File: config.mk
export PLATFORM = sky130hd
export DESIGN_NAME = ccr_regs
export DESIGN_NICKNAME = d
export VERILOG_FILES = /design/src/core/ccr_pkg.sv /design/src/core/ccr_regs.sv
export SDC_FILE = /design/constraint.sdc
export NUM_CORES = 1
export LEC_CHECK = 0
export BUFFER_PORTS_ARGS = -buffer_cell sky130_fd_sc_hd__buf_2
export CORE_MARGIN = 5
export CORE_UTILIZATION = 45
export DETAILED_ROUTE_END_ITERATION = 6
export PLACE_DENSITY = 0.85
export SLEW_MARGIN = 15
export SYNTH_ARGS = -nofsm -noshare
export SYNTH_HDL_FRONTEND = slang
export SYNTH_SLANG_ARGS = --single-unit
File: constraint.sdc
create_clock -name clk -period 4.8 [get_ports clk]
set_clock_uncertainty 0.2 [all_clocks]
set_input_delay 0.72 -clock clk [delete_from_list [all_inputs] [get_ports clk]]
set_output_delay 0.72 -clock clk [all_outputs]
set_load 0.01 [all_outputs]
File: src/core/ccr_pkg.sv
// Constants, register map and carrier types for comparator control regs.
// Assumes an AXI4-Lite master with 32-bit data and byte addresses.
package ccr_pkg;

  localparam int unsigned AXI_AW = 12;

  // Register indices; byte address is four times the index
  localparam logic [7:0] IDX_EVT  = 8'hBF;
  localparam logic [7:0] IDX_CTL1 = 8'hC1;
  localparam logic [7:0] IDX_CTL2 = 8'hC2;
  localparam logic [7:0] IDX_CTL3 = 8'hC3;
  localparam logic [7:0] IDX_CTL4 = 8'hC4;

  // Field positions
  localparam int unsigned BIT_ON    = 7;
  localparam int unsigned BIT_HYS   = 6;
  localparam int unsigned REF_MSB   = 5;
  localparam int unsigned DB_MSB    = 4;
  localparam int unsigned EN_LSB    = 4;
  localparam int unsigned FLAG_LSB  = 0;
  localparam int unsigned NUM_EVT   = 4;

  // Writable bits per register
  localparam logic [7:0] MASK_CTL1 = 8'hDF;
  localparam logic [7:0] MASK_CTL23 = 8'hFF;
  localparam logic [7:0] MASK_CTL4 = 8'hC0;

  // Reset values
  localparam logic [7:0] RST_CTL = 8'h00;
  localparam logic [7:0] RST_EVT = 8'h00;

  // Bus responses
  localparam logic [1:0] RESP_OKAY   = 2'h0;
  localparam logic [1:0] RESP_SLVERR = 2'h2;

  typedef struct packed {
    logic              awvalid;
    logic [AXI_AW-1:0] awaddr;
    logic              wvalid;
    logic [31:0]       wdata;
    logic [3:0]        wstrb;
    logic              bready;
    logic              arvalid;
    logic [AXI_AW-1:0] araddr;
    logic              rready;
  } ccr_axi_req_t;

  typedef struct packed {
    logic        awready;
    logic        wready;
    logic        bvalid;
    logic [1:0]  bresp;
    logic        arready;
    logic        rvalid;
    logic [31:0] rdata;
    logic [1:0]  rresp;
  } ccr_axi_rsp_t;

  typedef struct packed {
    logic              aw_held;
    logic [AXI_AW-1:0] aw_addr;
    logic              w_held;
    logic [7:0]        w_data;
    logic              w_lane0;
    logic              bvalid;
    logic [1:0]        bresp;
    logic              rvalid;
    logic [31:0]       rdata;
    logic [1:0]        rresp;
    logic [7:0]        ctl1;
    logic [7:0]        ctl2;
    logic [7:0]        ctl3;
    logic [7:0]        ctl4;
    logic [7:0]        evt;
    logic              filt;
    logic [4:0]        db_cnt;
  } ccr_state_t;

endpackage : ccr_pkg

File: src/core/ccr_regs.sv
// Register bank for the comparator enables, references, debounce and
// qualified-event interrupts. Assumes a 50 MHz clk, an AXI4-Lite master,
// a one-cycle pulse_generator tick and one-cycle qualified event pulses.
//
// How it works
// - Per-comparator event enable gates its request.
// - Hardware sets event flags, bits 0 to 3.
// - Writing zero clears a flag; all reset zero.
// - Bit 7 turns each comparator on.
// - Bit 6 enables hysteresis; resets to zero.
// - Debounce time is field times pulse period; bypassed outside sync mode.
// - Zero field bypasses raw output unfiltered.
// - Six-bit reference code, bits 5 to 0.
//
// The implementer's own choice: the AXI4-Lite register port.
`timescale 1ns/1ps
`default_nettype none

module ccr_regs #(
  parameter int unsigned NUM_QEVT = 4
) (
  input  wire logic                 clk,
  input  wire logic                 rst,
  input  wire ccr_pkg::ccr_axi_req_t axi_req,
  output ccr_pkg::ccr_axi_rsp_t      axi_rsp,
  input  wire logic [3:0]           qual_event,
  input  wire logic                 cmp1_raw,
  input  wire logic                 pg_tick,
  input  wire logic                 pg_sync_mode,
  output logic      [3:0]           comp_on,
  output logic      [3:0]           hyst_on,
  output logic      [5:0]           ref_code_two,
  output logic      [5:0]           ref_code_three,
  output logic                      cmp1_out,
  output logic      [3:0]           qual_irq_req
);

  ////////////////////////////////////////////////////////////////////////
  // Parameter check

  if (NUM_QEVT != ccr_pkg::NUM_EVT) begin : g_bad_num
    $error("NUM_QEVT must equal four");
  end

  ////////////////////////////////////////////////////////////////////////
  // Address decode

  function automatic logic [8:0] reg_idx(
    input logic [ccr_pkg::AXI_AW-1:0] addr
  );
    logic ok;
    ok = (addr[1:0] == 2'h0) && (addr[ccr_pkg::AXI_AW-1:10] == 2'h0);
    reg_idx = {ok, addr[9:2]};
  endfunction : reg_idx

  function automatic logic mapped(input logic [8:0] ix);
    mapped = ix[8] && (ix[7:0] == ccr_pkg::IDX_EVT ||
      ix[7:0] == ccr_pkg::IDX_CTL1 || ix[7:0] == ccr_pkg::IDX_CTL2 ||
      ix[7:0] == ccr_pkg::IDX_CTL3 || ix[7:0] == ccr_pkg::IDX_CTL4);
  endfunction : mapped

  ////////////////////////////////////////////////////////////////////////
  // State

  ccr_pkg::ccr_state_t s_q;
  ccr_pkg::ccr_state_t s_d;

  logic [8:0] wr_ix;
  logic [8:0] rd_ix;
  logic       do_wr;
  logic       do_rd;
  logic       wr_ok;
  logic       bypass;
  logic [4:0] db_len;
  logic [7:0] rd_val;
  logic [3:0] flags_kept;

  assign wr_ix  = reg_idx(s_q.aw_addr);
  assign rd_ix  = reg_idx(axi_req.araddr);
  assign do_wr  = s_q.aw_held && s_q.w_held && !s_q.bvalid;
  assign do_rd  = axi_req.arvalid && !s_q.rvalid;
  assign wr_ok  = do_wr && mapped(wr_ix) && s_q.w_lane0;
  assign db_len = s_q.ctl1[ccr_pkg::DB_MSB:0];
  assign bypass = (db_len == 5'h00) || !pg_sync_mode;

  ////////////////////////////////////////////////////////////////////////
  // Read mux

  always_comb begin
    rd_val = 8'h00;
    unique case (rd_ix[7:0])
      ccr_pkg::IDX_EVT:  rd_val = s_q.evt;
      ccr_pkg::IDX_CTL1: rd_val = s_q.ctl1;
      ccr_pkg::IDX_CTL2: rd_val = s_q.ctl2;
      ccr_pkg::IDX_CTL3: rd_val = s_q.ctl3;
      ccr_pkg::IDX_CTL4: rd_val = s_q.ctl4;
      default:           rd_val = 8'h00;
    endcase
  end

  ////////////////////////////////////////////////////////////////////////
  // Next state

  always_comb begin
    s_d = s_q;
    flags_kept = s_q.evt[3:0];

    // Write address and data taken in either order
    if (axi_req.awvalid && !s_q.aw_held && !s_q.bvalid) begin
      s_d.aw_held = 1'b1;
      s_d.aw_addr = axi_req.awaddr;
    end
    if (axi_req.wvalid && !s_q.w_held && !s_q.bvalid) begin
      s_d.w_held  = 1'b1;
      s_d.w_data  = axi_req.wdata[7:0];
      s_d.w_lane0 = axi_req.wstrb[0];
    end

    if (do_wr) begin
      s_d.aw_held = 1'b0;
      s_d.w_held  = 1'b0;
      s_d.bvalid  = 1'b1;
      s_d.bresp   = mapped(wr_ix) ? ccr_pkg::RESP_OKAY
                                  : ccr_pkg::RESP_SLVERR;
    end else if (s_q.bvalid && axi_req.bready) begin
      s_d.bvalid = 1'b0;
    end

    if (wr_ok) begin
      unique case (wr_ix[7:0])
        ccr_pkg::IDX_CTL1: s_d.ctl1 = s_q.w_data & ccr_pkg::MASK_CTL1;
        ccr_pkg::IDX_CTL2: s_d.ctl2 = s_q.w_data & ccr_pkg::MASK_CTL23;
        ccr_pkg::IDX_CTL3: s_d.ctl3 = s_q.w_data & ccr_pkg::MASK_CTL23;
        ccr_pkg::IDX_CTL4: s_d.ctl4 = s_q.w_data & ccr_pkg::MASK_CTL4;
        ccr_pkg::IDX_EVT: begin
          s_d.evt[7:4] = s_q.w_data[7:4];
          flags_kept   = s_q.evt[3:0] & s_q.w_data[3:0];
        end
        default: ;
      endcase
    end
    // Hardware set wins over a clearing write
    s_d.evt[3:0] = flags_kept | qual_event;

    // Read channel
    if (do_rd) begin
      s_d.rvalid = 1'b1;
      s_d.rdata  = mapped(rd_ix) ? {24'h000000, rd_val} : 32'h0000_0000;
      s_d.rresp  = mapped(rd_ix) ? ccr_pkg::RESP_OKAY
                                 : ccr_pkg::RESP_SLVERR;
    end else if (s_q.rvalid && axi_req.rready) begin
      s_d.rvalid = 1'b0;
    end

    // Debounce of comparator 1
    if (bypass) begin
      s_d.filt   = cmp1_raw;
      s_d.db_cnt = 5'h00;
    end else if (cmp1_raw == s_q.filt) begin
      s_d.db_cnt = 5'h00;
    end else if (pg_tick) begin
      if (5'(s_q.db_cnt + 5'h01) >= db_len) begin
        s_d.filt   = cmp1_raw;
        s_d.db_cnt = 5'h00;
      end else begin
        s_d.db_cnt = 5'(s_q.db_cnt + 5'h01);
      end
    end
  end

  always_ff @(posedge clk or posedge rst) begin
    if (rst) begin
      s_q        <= '0;
      s_q.ctl1   <= ccr_pkg::RST_CTL;
      s_q.ctl2   <= ccr_pkg::RST_CTL;
      s_q.ctl3   <= ccr_pkg::RST_CTL;
      s_q.ctl4   <= ccr_pkg::RST_CTL;
      s_q.evt    <= ccr_pkg::RST_EVT;
      s_q.bresp  <= ccr_pkg::RESP_OKAY;
      s_q.rresp  <= ccr_pkg::RESP_OKAY;
    end else begin
      s_q <= s_d;
    end
  end

  ////////////////////////////////////////////////////////////////////////
  // Outputs

  assign axi_rsp.awready = !s_q.aw_held && !s_q.bvalid;
  assign axi_rsp.wready  = !s_q.w_held && !s_q.bvalid;
  assign axi_rsp.bvalid  = s_q.bvalid;
  assign axi_rsp.bresp   = s_q.bresp;
  assign axi_rsp.arready = !s_q.rvalid;
  assign axi_rsp.rvalid  = s_q.rvalid;
  assign axi_rsp.rdata   = s_q.rdata;
  assign axi_rsp.rresp   = s_q.rresp;

  assign comp_on = {s_q.ctl4[ccr_pkg::BIT_ON], s_q.ctl3[ccr_pkg::BIT_ON],
                    s_q.ctl2[ccr_pkg::BIT_ON], s_q.ctl1[ccr_pkg::BIT_ON]};
  assign hyst_on = {s_q.ctl4[ccr_pkg::BIT_HYS], s_q.ctl3[ccr_pkg::BIT_HYS],
                    s_q.ctl2[ccr_pkg::BIT_HYS], s_q.ctl1[ccr_pkg::BIT_HYS]};
  assign ref_code_two   = s_q.ctl2[ccr_pkg::REF_MSB:0];
  assign ref_code_three = s_q.ctl3[ccr_pkg::REF_MSB:0];
  assign cmp1_out       = bypass ? cmp1_raw : s_q.filt;
  assign qual_irq_req   = s_q.evt[7:4] & s_q.evt[3:0];

  ////////////////////////////////////////////////////////////////////////
  // Checks

  logic wr_evt;
  logic wr_c1;
  logic wr_c2;
  assign wr_evt = wr_ok && wr_ix[7:0] == ccr_pkg::IDX_EVT;
  assign wr_c1  = wr_ok && wr_ix[7:0] == ccr_pkg::IDX_CTL1;
  assign wr_c2  = wr_ok && wr_ix[7:0] == ccr_pkg::IDX_CTL2;

  chk_irq_gate: assert property (
    @(posedge clk) disable iff (rst)
    qual_event[0] && s_q.evt[4] && !wr_evt |=> qual_irq_req[0])
    else $error("enabled event did not raise its request");

  chk_irq_block: assert property (
    @(posedge clk) disable iff (rst)
    !s_q.evt[7] |-> !qual_irq_req[3])
    else $error("disabled event raised a request");

  chk_flag_set: assert property (
    @(posedge clk) disable iff (rst)
    qual_event[2] |=> s_q.evt[2] && $stable(s_q.evt[6]) || $past(wr_evt))
    else $error("event did not set its flag");

  chk_flag_clear: assert property (
    @(posedge clk) disable iff (rst)
    wr_evt && !s_q.w_data[1] && !qual_event[1] |=> !s_q.evt[1])
    else $error("zero write did not clear flag");

  chk_flag_hold: assert property (
    @(posedge clk) disable iff (rst)
    !qual_event[0] && !s_q.evt[0] |=> !s_q.evt[0])
    else $error("flag set without an event");

  chk_on_write: assert property (
    @(posedge clk) disable iff (rst)
    wr_c1 |=> comp_on[0] == $past(s_q.w_data[7]))
    else $error("enable bit not written");

  chk_hys_write: assert property (
    @(posedge clk) disable iff (rst)
    wr_c2 |=> hyst_on[1] == $past(s_q.w_data[6]) && comp_on[1] ==
      $past(s_q.w_data[7]))
    else $error("hysteresis bit not written");

  chk_ref_write: assert property (
    @(posedge clk) disable iff (rst)
    wr_c2 |=> ref_code_two == $past(s_q.w_data[5:0]))
    else $error("reference code not written");

  chk_db_bypass: assert property (
    @(posedge clk) disable iff (rst)
    db_len == 5'h00 |-> cmp1_out == cmp1_raw)
    else $error("zero debounce did not bypass");

  chk_db_tick: assert property (
    @(posedge clk) disable iff (rst)
    !bypass && !$past(bypass) && $changed(s_q.filt) |->
      $past(pg_tick) && $past(s_q.db_cnt) == 5'($past(db_len) - 5'h01))
    else $error("debounce forwarded early");

  chk_db_len: assert property (
    @(posedge clk) disable iff (rst)
    !bypass && cmp1_raw != s_q.filt |-> s_q.db_cnt < db_len)
    else $error("debounce count exceeded length");

  chk_ref3_write: assert property (
    @(posedge clk) disable iff (rst)
    wr_ok && wr_ix[7:0] == ccr_pkg::IDX_CTL3 |=>
      ref_code_three == $past(s_q.w_data[5:0]))
    else $error("reference code three not written");

  chk_ctl4_mask: assert property (
    @(posedge clk) disable iff (rst)
    wr_ok && wr_ix[7:0] == ccr_pkg::IDX_CTL4 |=>
      s_q.ctl4[5:0] == 6'h00 && hyst_on[3] == $past(s_q.w_data[6]))
    else $error("control four hysteresis not written");

  chk_db_write: assert property (
    @(posedge clk) disable iff (rst)
    wr_c1 |=> db_len == $past(s_q.w_data[4:0]))
    else $error("debounce count not written");

  chk_db_hold: assert property (
    @(posedge clk) disable iff (rst)
    !$past(bypass) && $past(cmp1_raw == s_q.filt) |-> $stable(s_q.filt))
    else $error("debounce moved on a steady level");

  chk_flag_keep: assert property (
    @(posedge clk) disable iff (rst)
    wr_evt && s_q.w_data[2] && s_q.evt[2] |=> s_q.evt[2])
    else $error("one written to a flag cleared it");

  chk_en_write: assert property (
    @(posedge clk) disable iff (rst)
    wr_evt |=> s_q.evt[7:4] == $past(s_q.w_data[7:4]))
    else $error("event enables not written");

  chk_reset_clear: assert property (
    @(posedge clk) disable iff (rst)
    $fell(rst) |-> s_q.evt == 8'h00 && comp_on == 4'h0 && hyst_on == 4'h0)
    else $error("state not cleared by reset");

endmodule : ccr_regs

`default_nettype wire

---- Word-level counts from Yosys, hierarchy flattened ----
Cells that the tools add are included.
storage, ports and cells
  logic and storage cells ................. 105
  input port bits ......................... 74
  bits in registers ....................... 100
operators by class
  $lt $le $gt $ge ......................... 1
  eq/ne operators ......................... 12
  reductions and logical operators ........ 49
  mux-type cells .......................... 21
  add/subtract/negate cells ............... 1
  bitwise gates (word level) .............. 3
operators with widths
  operator               number
  $eq A8 B8 Y1 const B   10
  $pmux W8 S5            1
  $logic_and A1 B1 Y1    17
  $mux W13               1
  $mux W6                2
  $reduce_bool A2 Y1     6
  $mux W10               1
  $mux W5                2
  $reduce_and A2 Y1      5
  $logic_or A1 B1 Y1     9
  $mux W1                9
  $and A4 B4 Y4          2
  $logic_not A2 Y1       4
  $mux W4                2
  $mux W8                1
  $add A5 B1 Y5 const B  1
  $ge A5 B5 Y1           1
  $logic_not A1 Y1       5
  $logic_not A5 Y1       1
  $mux W2                2
  $or A4 B4 Y4           1
  $reduce_and A3 Y1      1
  $reduce_bool A3 Y1     1
  $ne A2 B2 Y1 const B   1
  $eq A1 B1 Y1           1

---- Logic depth before layout (Yosys ltp) ----
Gate-level depths: netlist (run 1).
  depth in word-level cells ............... 10
  gate-level depth with buffers ........... 8
  depth with buffers taken out ............ 8

---- Worst setup path before layout (run 1) ----
OpenSTA, ideal clock, no wires.
  kind .................................... reg2out
  start point ............................. reg s_q, in the netlist db_len[1]
  end point ............................... out cmp1_out
  data arrival time ....................... 1.471 ns
  stages on the path, launching flop included .. 4
  path slack .............................. 2.409 ns
  buffers on the path ..................... 0
  cell sequence ........................... dfrtp_1 > or4_1 > o21ai_0 > mux2_2
between the ends
  word-level cells in the longest chain between the ends .. 3
ends and longest elaborated chain
  what                RTL line         source
  start: declaration  ccr_regs.sv:65   ccr_pkg::ccr_state_t s_q;
  $logic_not A5 Y1    ccr_regs.sv:84   assign bypass = (db_len == 5'h00) || !pg_sync_mode;
  $logic_or A1 B1 Y1  ccr_regs.sv:84
  $mux W1             ccr_regs.sv:204  assign cmp1_out = bypass ? cmp1_raw : s_q.filt;
  end: declaration    ccr_regs.sv:34   output logic cmp1_out,
Every way passes these cells.

---- Final worst setup path (run 1) ----
Ends and elaborated chain as after synthesis.

==> results summary, run 1 <==
The run finished with clean final reports. The total via count after detailed routing came out at 2615. The data required time at the worst endpoint is 3880 ps. The number of cells upsized or downsized after cts is 0. Along the worst path, the maximum fanout reaches 3. The total clock buffers created by CTS is 9.

The area overhead of the layout relative to synthesis came out at 10.0%. The power per unit of standard cell area is 385 mW/mm^2. The clock-pin transition on the worst setup and hold timing paths is 70 ps. The detailed-router iteration count before antenna repair is 4. The overall overflow remaining after global route came out at 0. The floorplan core area is 0.00830 mm^2.

The final-report max-slew violation count is 0. The post-detailed-routing wire length is 8.25 mm. The number of buffers and inverters on the critical path is 1.

The tightest min-delay check is of the register to register type. Setup violations remaining at the end of the flow were counted as 0. From left edge to right edge, the die measures 103 um.

Counting flops with an async set or reset pin after synthesis yields a share of 100%. The analysis attributes to cell leakage a power of 2.18 nW. The last weighted congestion value of the routability-driven placer came out at 0.788. The critical path goes through or4_1 -> o21ai_0 -> mux2_2 -> buf_2. In this run, synthesis produced a sequential element count of 74. By instance count, the leading cell after synthesis is dfrtp_1. Setup repair after global routing left no endpoint under its margin. After detailed routing, the number of remaining DRC violations is 0. Of all cell types, the one taking the most synthesized area is dfrtp_1.

At the pin with the least slew margin, the transition time is 919 ps. The post-layout worst setup margin came out at 1830 ps. The floorplan step defined a die boundary enclosing 0.0105 mm^2. In the synthesized netlist the dominant register cell turns out to be dfrtp_1. The setup slack at placement is 1990 ps.

The multi-input combinational cell area came out at 0.00160 mm^2. The number of placement rows came out at 33. In the routed layout, each cell is associated on average with a via count of 5.15.

The stage delay of the slowest cell on the critical path is 540 ps. The clock passes through at most 2 buffers. The cell area that synthesis handed to floorplanning was 0.00387 mm^2. The critical setup path kind is register to output pin. The critical path crosses 4 cells after its start point. Across the whole layout, storage elements account for 0.00185 mm^2. During placement, the flow inserted port buffers numbering 86. Data arrives at the worst endpoint at 2050 ps. The estimated wirelength of the detail-placed design is 6.34 mm.

The total I/O pin count is 140. The worst setup path is launched from a register. The clock tree from TritonCTS is built.

The starting DRC count in detailed routing came out at 135. In the final layout, the share of cells above drive strength 1 is 40.2%. The worst IR drop on VDD is 0.000272 V. The final core utilization is 51.3%.

Headroom to the max-slew limit came out at 38.6%. Entering global routing, the biggest net connects 42 pins. The initial core utilization is 46.6%. The gate count of the mapped netlist is 340.

After detailed routing, the average wire length per cell comes to 16.2 um. The clock latency at the later pin of the worst-skew pair is 340 ps. The number of enable-type register cells in the synthesized netlist came out at 0. The clock net in this run drives a total of 74 sinks. The max-cap violation count is 0.

The number of buffers added for setup after CTS is 0. The H-tree was split into 3 levels. The sequential fraction of the synthesis area came out at 47.9%. The worst setup path is captured at an output pin. Summed over its instances, the top area cell type makes up 47.9% of the synthesized netlist area.

The remaining antenna violation count came out at 0. The via count of the first global-routing pass is 2634. The initial antenna violation count came out at 0.

The layout has 718 filler cells. The time the worst path needs with I/O delays and setup is 2970 ps. After synthesis, the cell types taking the most area are dfrtp_1 48%, mux2_2 16%, buf_4 11%. Counting instances, the worst hold path has a depth of 2. The cell at the root of the clock tree is clkbuf_8. The height of the chip is 103 um. Static timing analysis puts the maximum clock frequency at 336 MHz. The final critical path takes up 61.9% of the cycle. The total routing resource utilization after global routing came out at 16.3%.

The count of yosys warnings during synthesis is 0. Counting instances in the post-synthesis netlist gives the leading cell types as 74 x dfrtp_1, 59 x buf_4, 54 x mux2_2. The top cell family by delay on the critical path is simple AND/OR/NAND/NOR gates.

The sum of negative setup slack came out at 0 ps. The worst register-to-register path has a depth of 7. The count of distinct cell types in the synthesized netlist is 44.

The average size of a mapped cell came out at 11.4 um^2. The number of antenna cells inserted came out at 0. The slowest stage of the critical path is the or4_1 cell. After the last flow step, the layout net total stands at 479. The number of hold violations in the final report came out at 0. The wire length of the first global-routing pass is 13.0 mm.

In this run, post-CTS hold repair placed 0 buffers.
[cells in the final DEF (no fill, tap or decap), drive strengths merged, types with 8 or more instances in the layout]
master	n
a21oi	8
buf	87
clkbuf	10
conb	26
dfrtp	74
inv	10
mux2	55
nand2	20
nor2	16
o21ai	20
[path summary, 6_finish.rpt]
check,from,endpoint,slack (ps)
worst min-delay path,axi_rsp[2],axi_rsp[2],280
min in group asynchronous,rst,s_q[96],300
max in group asynchronous,rst,db_len[1],3110
worst min register to register,axi_rsp[2],axi_rsp[2],280
worst max register to register,s_q[0],s_q[0],2040
worst max-delay path,db_len[1],cmp1_out,1830
[worst min-delay path: stages (launching register included)]
cell and delay, ps:
dfrtp_1 340, nand2_1 50, o21ai_0 60
[cells by family after synthesis]
family / share of synthesized area (%)
compound gates: 8.06
xor+xnor: 1.13
fa+ha+maj: 1.94
buf+inv: 13.1
flops: 47.9
mux: 16.3
other cells: 0.0970
simple gates: 11.5
[stage by stage]
stage	cells	instance area [um^2]	hold slack (ps)	power, mW
after floorplan	365	3960	251	1.09
after global placement	493	4060	258	1.15
after detailed placement	493	4060	266	1.18
after CTS	508	4250	283	1.65
after global routing	508	4250	320	1.72
final	508	4250	280	1.64
[routing by layer]
layer	track usage, %	part of all wire, %	vias to the layer above
li1	-	-	1235
met1	19.8	42	1261
met2	26.9	46	105
met3	5.82	10	14
met4	5.95	1.6	0
met5	0	0	-
[flip-flops by register name, indices dropped and copies added, names as in the netlist]
name and cells:
s_q 37, hyst_on 4, comp_on 4, axi_rsp 12
db_len 5, ref_code_three 6, ref_code_two 6
[where the power goes]
group,switching (mW),internal [mW],total (mW),leakage [nW]
sequential,0.117,0.734,0.851,0.950
clock,0.222,0.249,0.472,0.0941
combinational,0.148,0.165,0.313,1.13
[cell type report]
cell class | count | share of cell area, %
clock buffer | 10 | 3.24
inverter | 10 | 0.882
multi-input combinational | 217 | 37.7
clock inverter | 5 | 1.29
timing repair buffer | 87 | 10.3
tap | 105 | 3.09
sequential | 74 | 43.5
Power figures use the tool's default switching activity.
==> run 2, diff against run 1 <==
--- a/config.mk
+++ b/config.mk
@@ -9,7 +9,7 @@
 export CORE_MARGIN = 5
 export CORE_UTILIZATION = 45
 export DETAILED_ROUTE_END_ITERATION = 6
-export PLACE_DENSITY = 0.85
+export PLACE_DENSITY = 0.87
 export SLEW_MARGIN = 15
 export SYNTH_ARGS = -nofsm -noshare
 export SYNTH_HDL_FRONTEND = slang
==> constraint.sdc (replaced) <==
create_clock -name clk -period 2.4 [get_ports clk]
set_clock_uncertainty 0.2 [all_clocks]
set_input_delay 0.36 -clock clk [delete_from_list [all_inputs] [get_ports clk]]
set_output_delay 0.36 -clock clk [all_outputs]
set_load 0.01 [all_outputs]
==> results summary, run 2 (same netlist as run 1, synthesis figures left out) <==
Traced cell by cell, the critical path runs through or4_4 -> o21ai_4 -> mux2_4 -> buf_6. The total via count after detailed routing came out at 2697 (+3.1%). The count of fill cells added during filler insertion came out at 729 (+1.5%). The fraction of layout instances using a drive strength above 1 is 43.8% (+3.6 points). The startpoint identified for the worst register-to-register timing path is s_q[0]. The relative max-transition margin is 59.4% (+21 points). The highest fanout seen on the critical path came out at 3 (unchanged). The deepest level of the CTS H-tree came to 3 (unchanged).

Leaving out fill and tap cells, the most frequent cells in the layout are 85 x buf_2, 74 x dfrtp_1, 53 x mux2_2. The fmax came out at 405 MHz. The setup slack on the worst flop-to-flop path is 80 ps (-1960 ps). The final-report max-slew violation count came out at 0 (unchanged). The post-detailed-routing wire length came out at 8.65 mm (+4.9%). The run finished, with violations left. The final instance area is 0.00445 mm^2 (+4.5%). The total routing resource utilization after global routing came out at 16.9% (+0.60 points). The data arrival time of the critical path is 1910 ps (-140 ps). The detailed-router iteration count before antenna repair came out at 4 (unchanged). The hold-critical path depth is 2 (unchanged). The post-layout worst setup margin came out at -69.2 ps (-1900 ps). The max-cap violation count is 0 (unchanged). The share of total power in combinational logic came out at 20.2% (+1.1 points).

The horizontal die dimension is 103 um (unchanged). The starting DRC count in detailed routing was 170 (+26%). The share of total power in sequential cells came to 52.8% (+0.8 points). Setup repair after global routing could not meet its margin everywhere. The overall overflow remaining after global route is 0 (unchanged).

The clock sink count is 74 (unchanged). The net total in the final layout is 495 (+3.3%). The wire length of the first global-routing pass is 13.5 mm (+3.7%). The worst setup path is captured at an output pin. The buffer levels on the longest clock path is 2 (unchanged).

The floorplan core area is 0.00830 mm^2 (unchanged). The count of port buffers added during placement came out at 86 (unchanged). The data required time at the worst endpoint is 1840 ps (-2040 ps). The count of cells along the worst register-to-register path is 8 (+1). The stage delay of the slowest cell on the critical path is 560 ps (+20 ps).

The critical setup path kind is register to output pin. The worst IR drop on VDD is 0.000660 V (+140%). The total I/O pin count is 140 (unchanged). The smallest clock period supported by the final layout is computed as 2470 ps.

The worst hold path belongs to the class primary input to register. The reported leakage power came out at 2.27 nW (+4.3%). The via count normalized by instance count came to 5.14 (-0.20%).

The area growth from synthesis to layout is 15.0%. TritonCTS built the clock tree. Ranked by flip-flop count, first place goes to s_q.

The clock-pin transition on the worst setup and hold timing paths was 80 ps (about the same). The remaining antenna violation count came out at 0 (unchanged). The number of hold violations in the final report came out at 0 (unchanged). The checks that failed: negative setup slack.

The initial antenna violation count came out at 0 (unchanged). The last weighted congestion value of the routability-driven placer is 0.791 (+0.33%). The worst-margin pin slew was 610 ps (-309 ps). Following the worst setup path forward leads to its endpoint at cmp1_out. The total design power was 3.22 mW (+97%). The switching share of power was 31.1% (+1.3 points). The portion of the clock cycle consumed by the worst path in the final layout is 103%. The clock latency at the later pin of the worst-skew pair was 350 ps (about the same). The tree is rooted in a clkbuf_8. The cell area after placement came out at 0.00415 mm^2 (+2.2%).

The final-report setup violation count came out at 1 (+1). The flip-flop count of the largest register, all copies and words added came to 37 (unchanged). The number of remaining DRC errors is 0 (unchanged). The portion of total power attributed to the clock network is 27.0% (-1.8 points).

The via count of the first global-routing pass came to 2743 (+4.1%). The number of placement rows came to 33 (unchanged). The total clock buffers created by CTS is 9 (unchanged). The detail-routed net length per standard cell is 16.5 um (+1.5%). Leaving out fill and tap cells, the most frequent cell in the layout is buf_2. The cell internal power dissipation came out at 2.22 mW (+93%).

The endpoint identified for the worst register-to-register timing path is s_q[0]. The launching element type of the critical path is a register. The pin count of the biggest net entering global routing is 57 (+36%).

The power per unit of standard cell area came out at 724 mW/mm^2 (+88%). The slowest stage cell on the critical path is or4_4. The startpoint of the worst setup timing path is db_len[1]. The height of the chip was 103 um (unchanged). The number of antenna cells inserted is 0 (unchanged).

The estimated wirelength of the detail-placed design came out at 6.54 mm (+3.1%). The initial core utilization came to 46.6% (unchanged). The switching power total is 1.00 mW (+110%).

The total die area came out at 0.0105 mm^2 (unchanged).
## run 2: cell count changes in the layout (fill, tap and decap cells not counted), sizes merged
cell         previous run  this run
buf                    87       100
bufinv                  1         0
clkinv                  2         4
clkinvlp                2         3
dlygate4sd3             0         3
inv                    10         9
## run 2: power groups by stage
stage	sequential [mW]	combinational (mW)	clock, mW
2_1_floorplan	1.65	0.541	0
3_3_place_gp	1.70	0.617	0
3_5_place_dp	1.72	0.650	0
4_1_cts	1.70	0.659	0.896
5_1_grt	1.74	0.721	0.944
6_report	1.70	0.651	0.870
## run 2: final cells by class
type | count | area [um^2] | area share (%)
Sequential cell | 74 | 1850 | 41.6
Multi-Input combinational cell | 217 | 1660 | 37.3
Timing Repair Buffer | 103 | 584 | 13.1
Clock buffer | 10 | 138 | 3.10
Tap cell | 105 | 131 | 2.95
Clock inverter | 6 | 42.5 | 0.957
Inverter | 10 | 41.3 | 0.929
## run 2: per-layer routing
metal  vias to the layer above  wire length, um  part of all wire, %  global-route usage (%)
met5                         -                0                    0                       0
met4                         0              224                  2.6                    7.37
met3                        17              841                  9.7                    5.14
met2                       117             4000                   46                    27.9
met1                      1290             3590                   41                    20.6
li1                       1273                -                    -                       -
## run 2: repair_timing
item                                   4_1_cts  5_1_grt
hold buffers                                 3        0
gates resized for setup                      9        5
setup buffers                                1        2
endpoints found under the hold margin       20        0
cloned                                       0        0
setup endpoints to repair                    6        6
pin swaps                                    2        3
## run 2: worst min path at each step
stage | startpoint | end
6_report | axi_req[26] | s_q[92]
3_3_place_gp | rst | s_q[91]
4_1_cts | axi_req[26] | s_q[92]
3_5_place_dp | rst | s_q[91]
5_1_grt | axi_req[59] | s_q[101]
2_1_floorplan | axi_rsp[2] | axi_rsp[2]
## run 2: per-stage QoR
step	utilization [%]	hold WS, ps	cells	setup TNS, ps	setup WS [ps]
final	53.6	33.3	525	-69.2	-69.2
after detailed placement	50.0	184	503	-43.9	-15.4
after global routing	53.6	11.2	525	-115	-115
after global placement	50.0	181	503	0	112
after floorplan	-	251	365	0	14.1
after CTS	53.2	17.6	523	-110	-110
## run 2: critical path: cells and delay by family (launching register included)
| kind | cells | cell delay, ps |
|---|---|---|
| AOI/OAI and AO/OA | 1 | 180 |
| buffers and inverters | 1 | 120 |
| DFF | 1 | 390 |
| muxes | 1 | 320 |
| and+or+nand+nor | 1 | 560 |
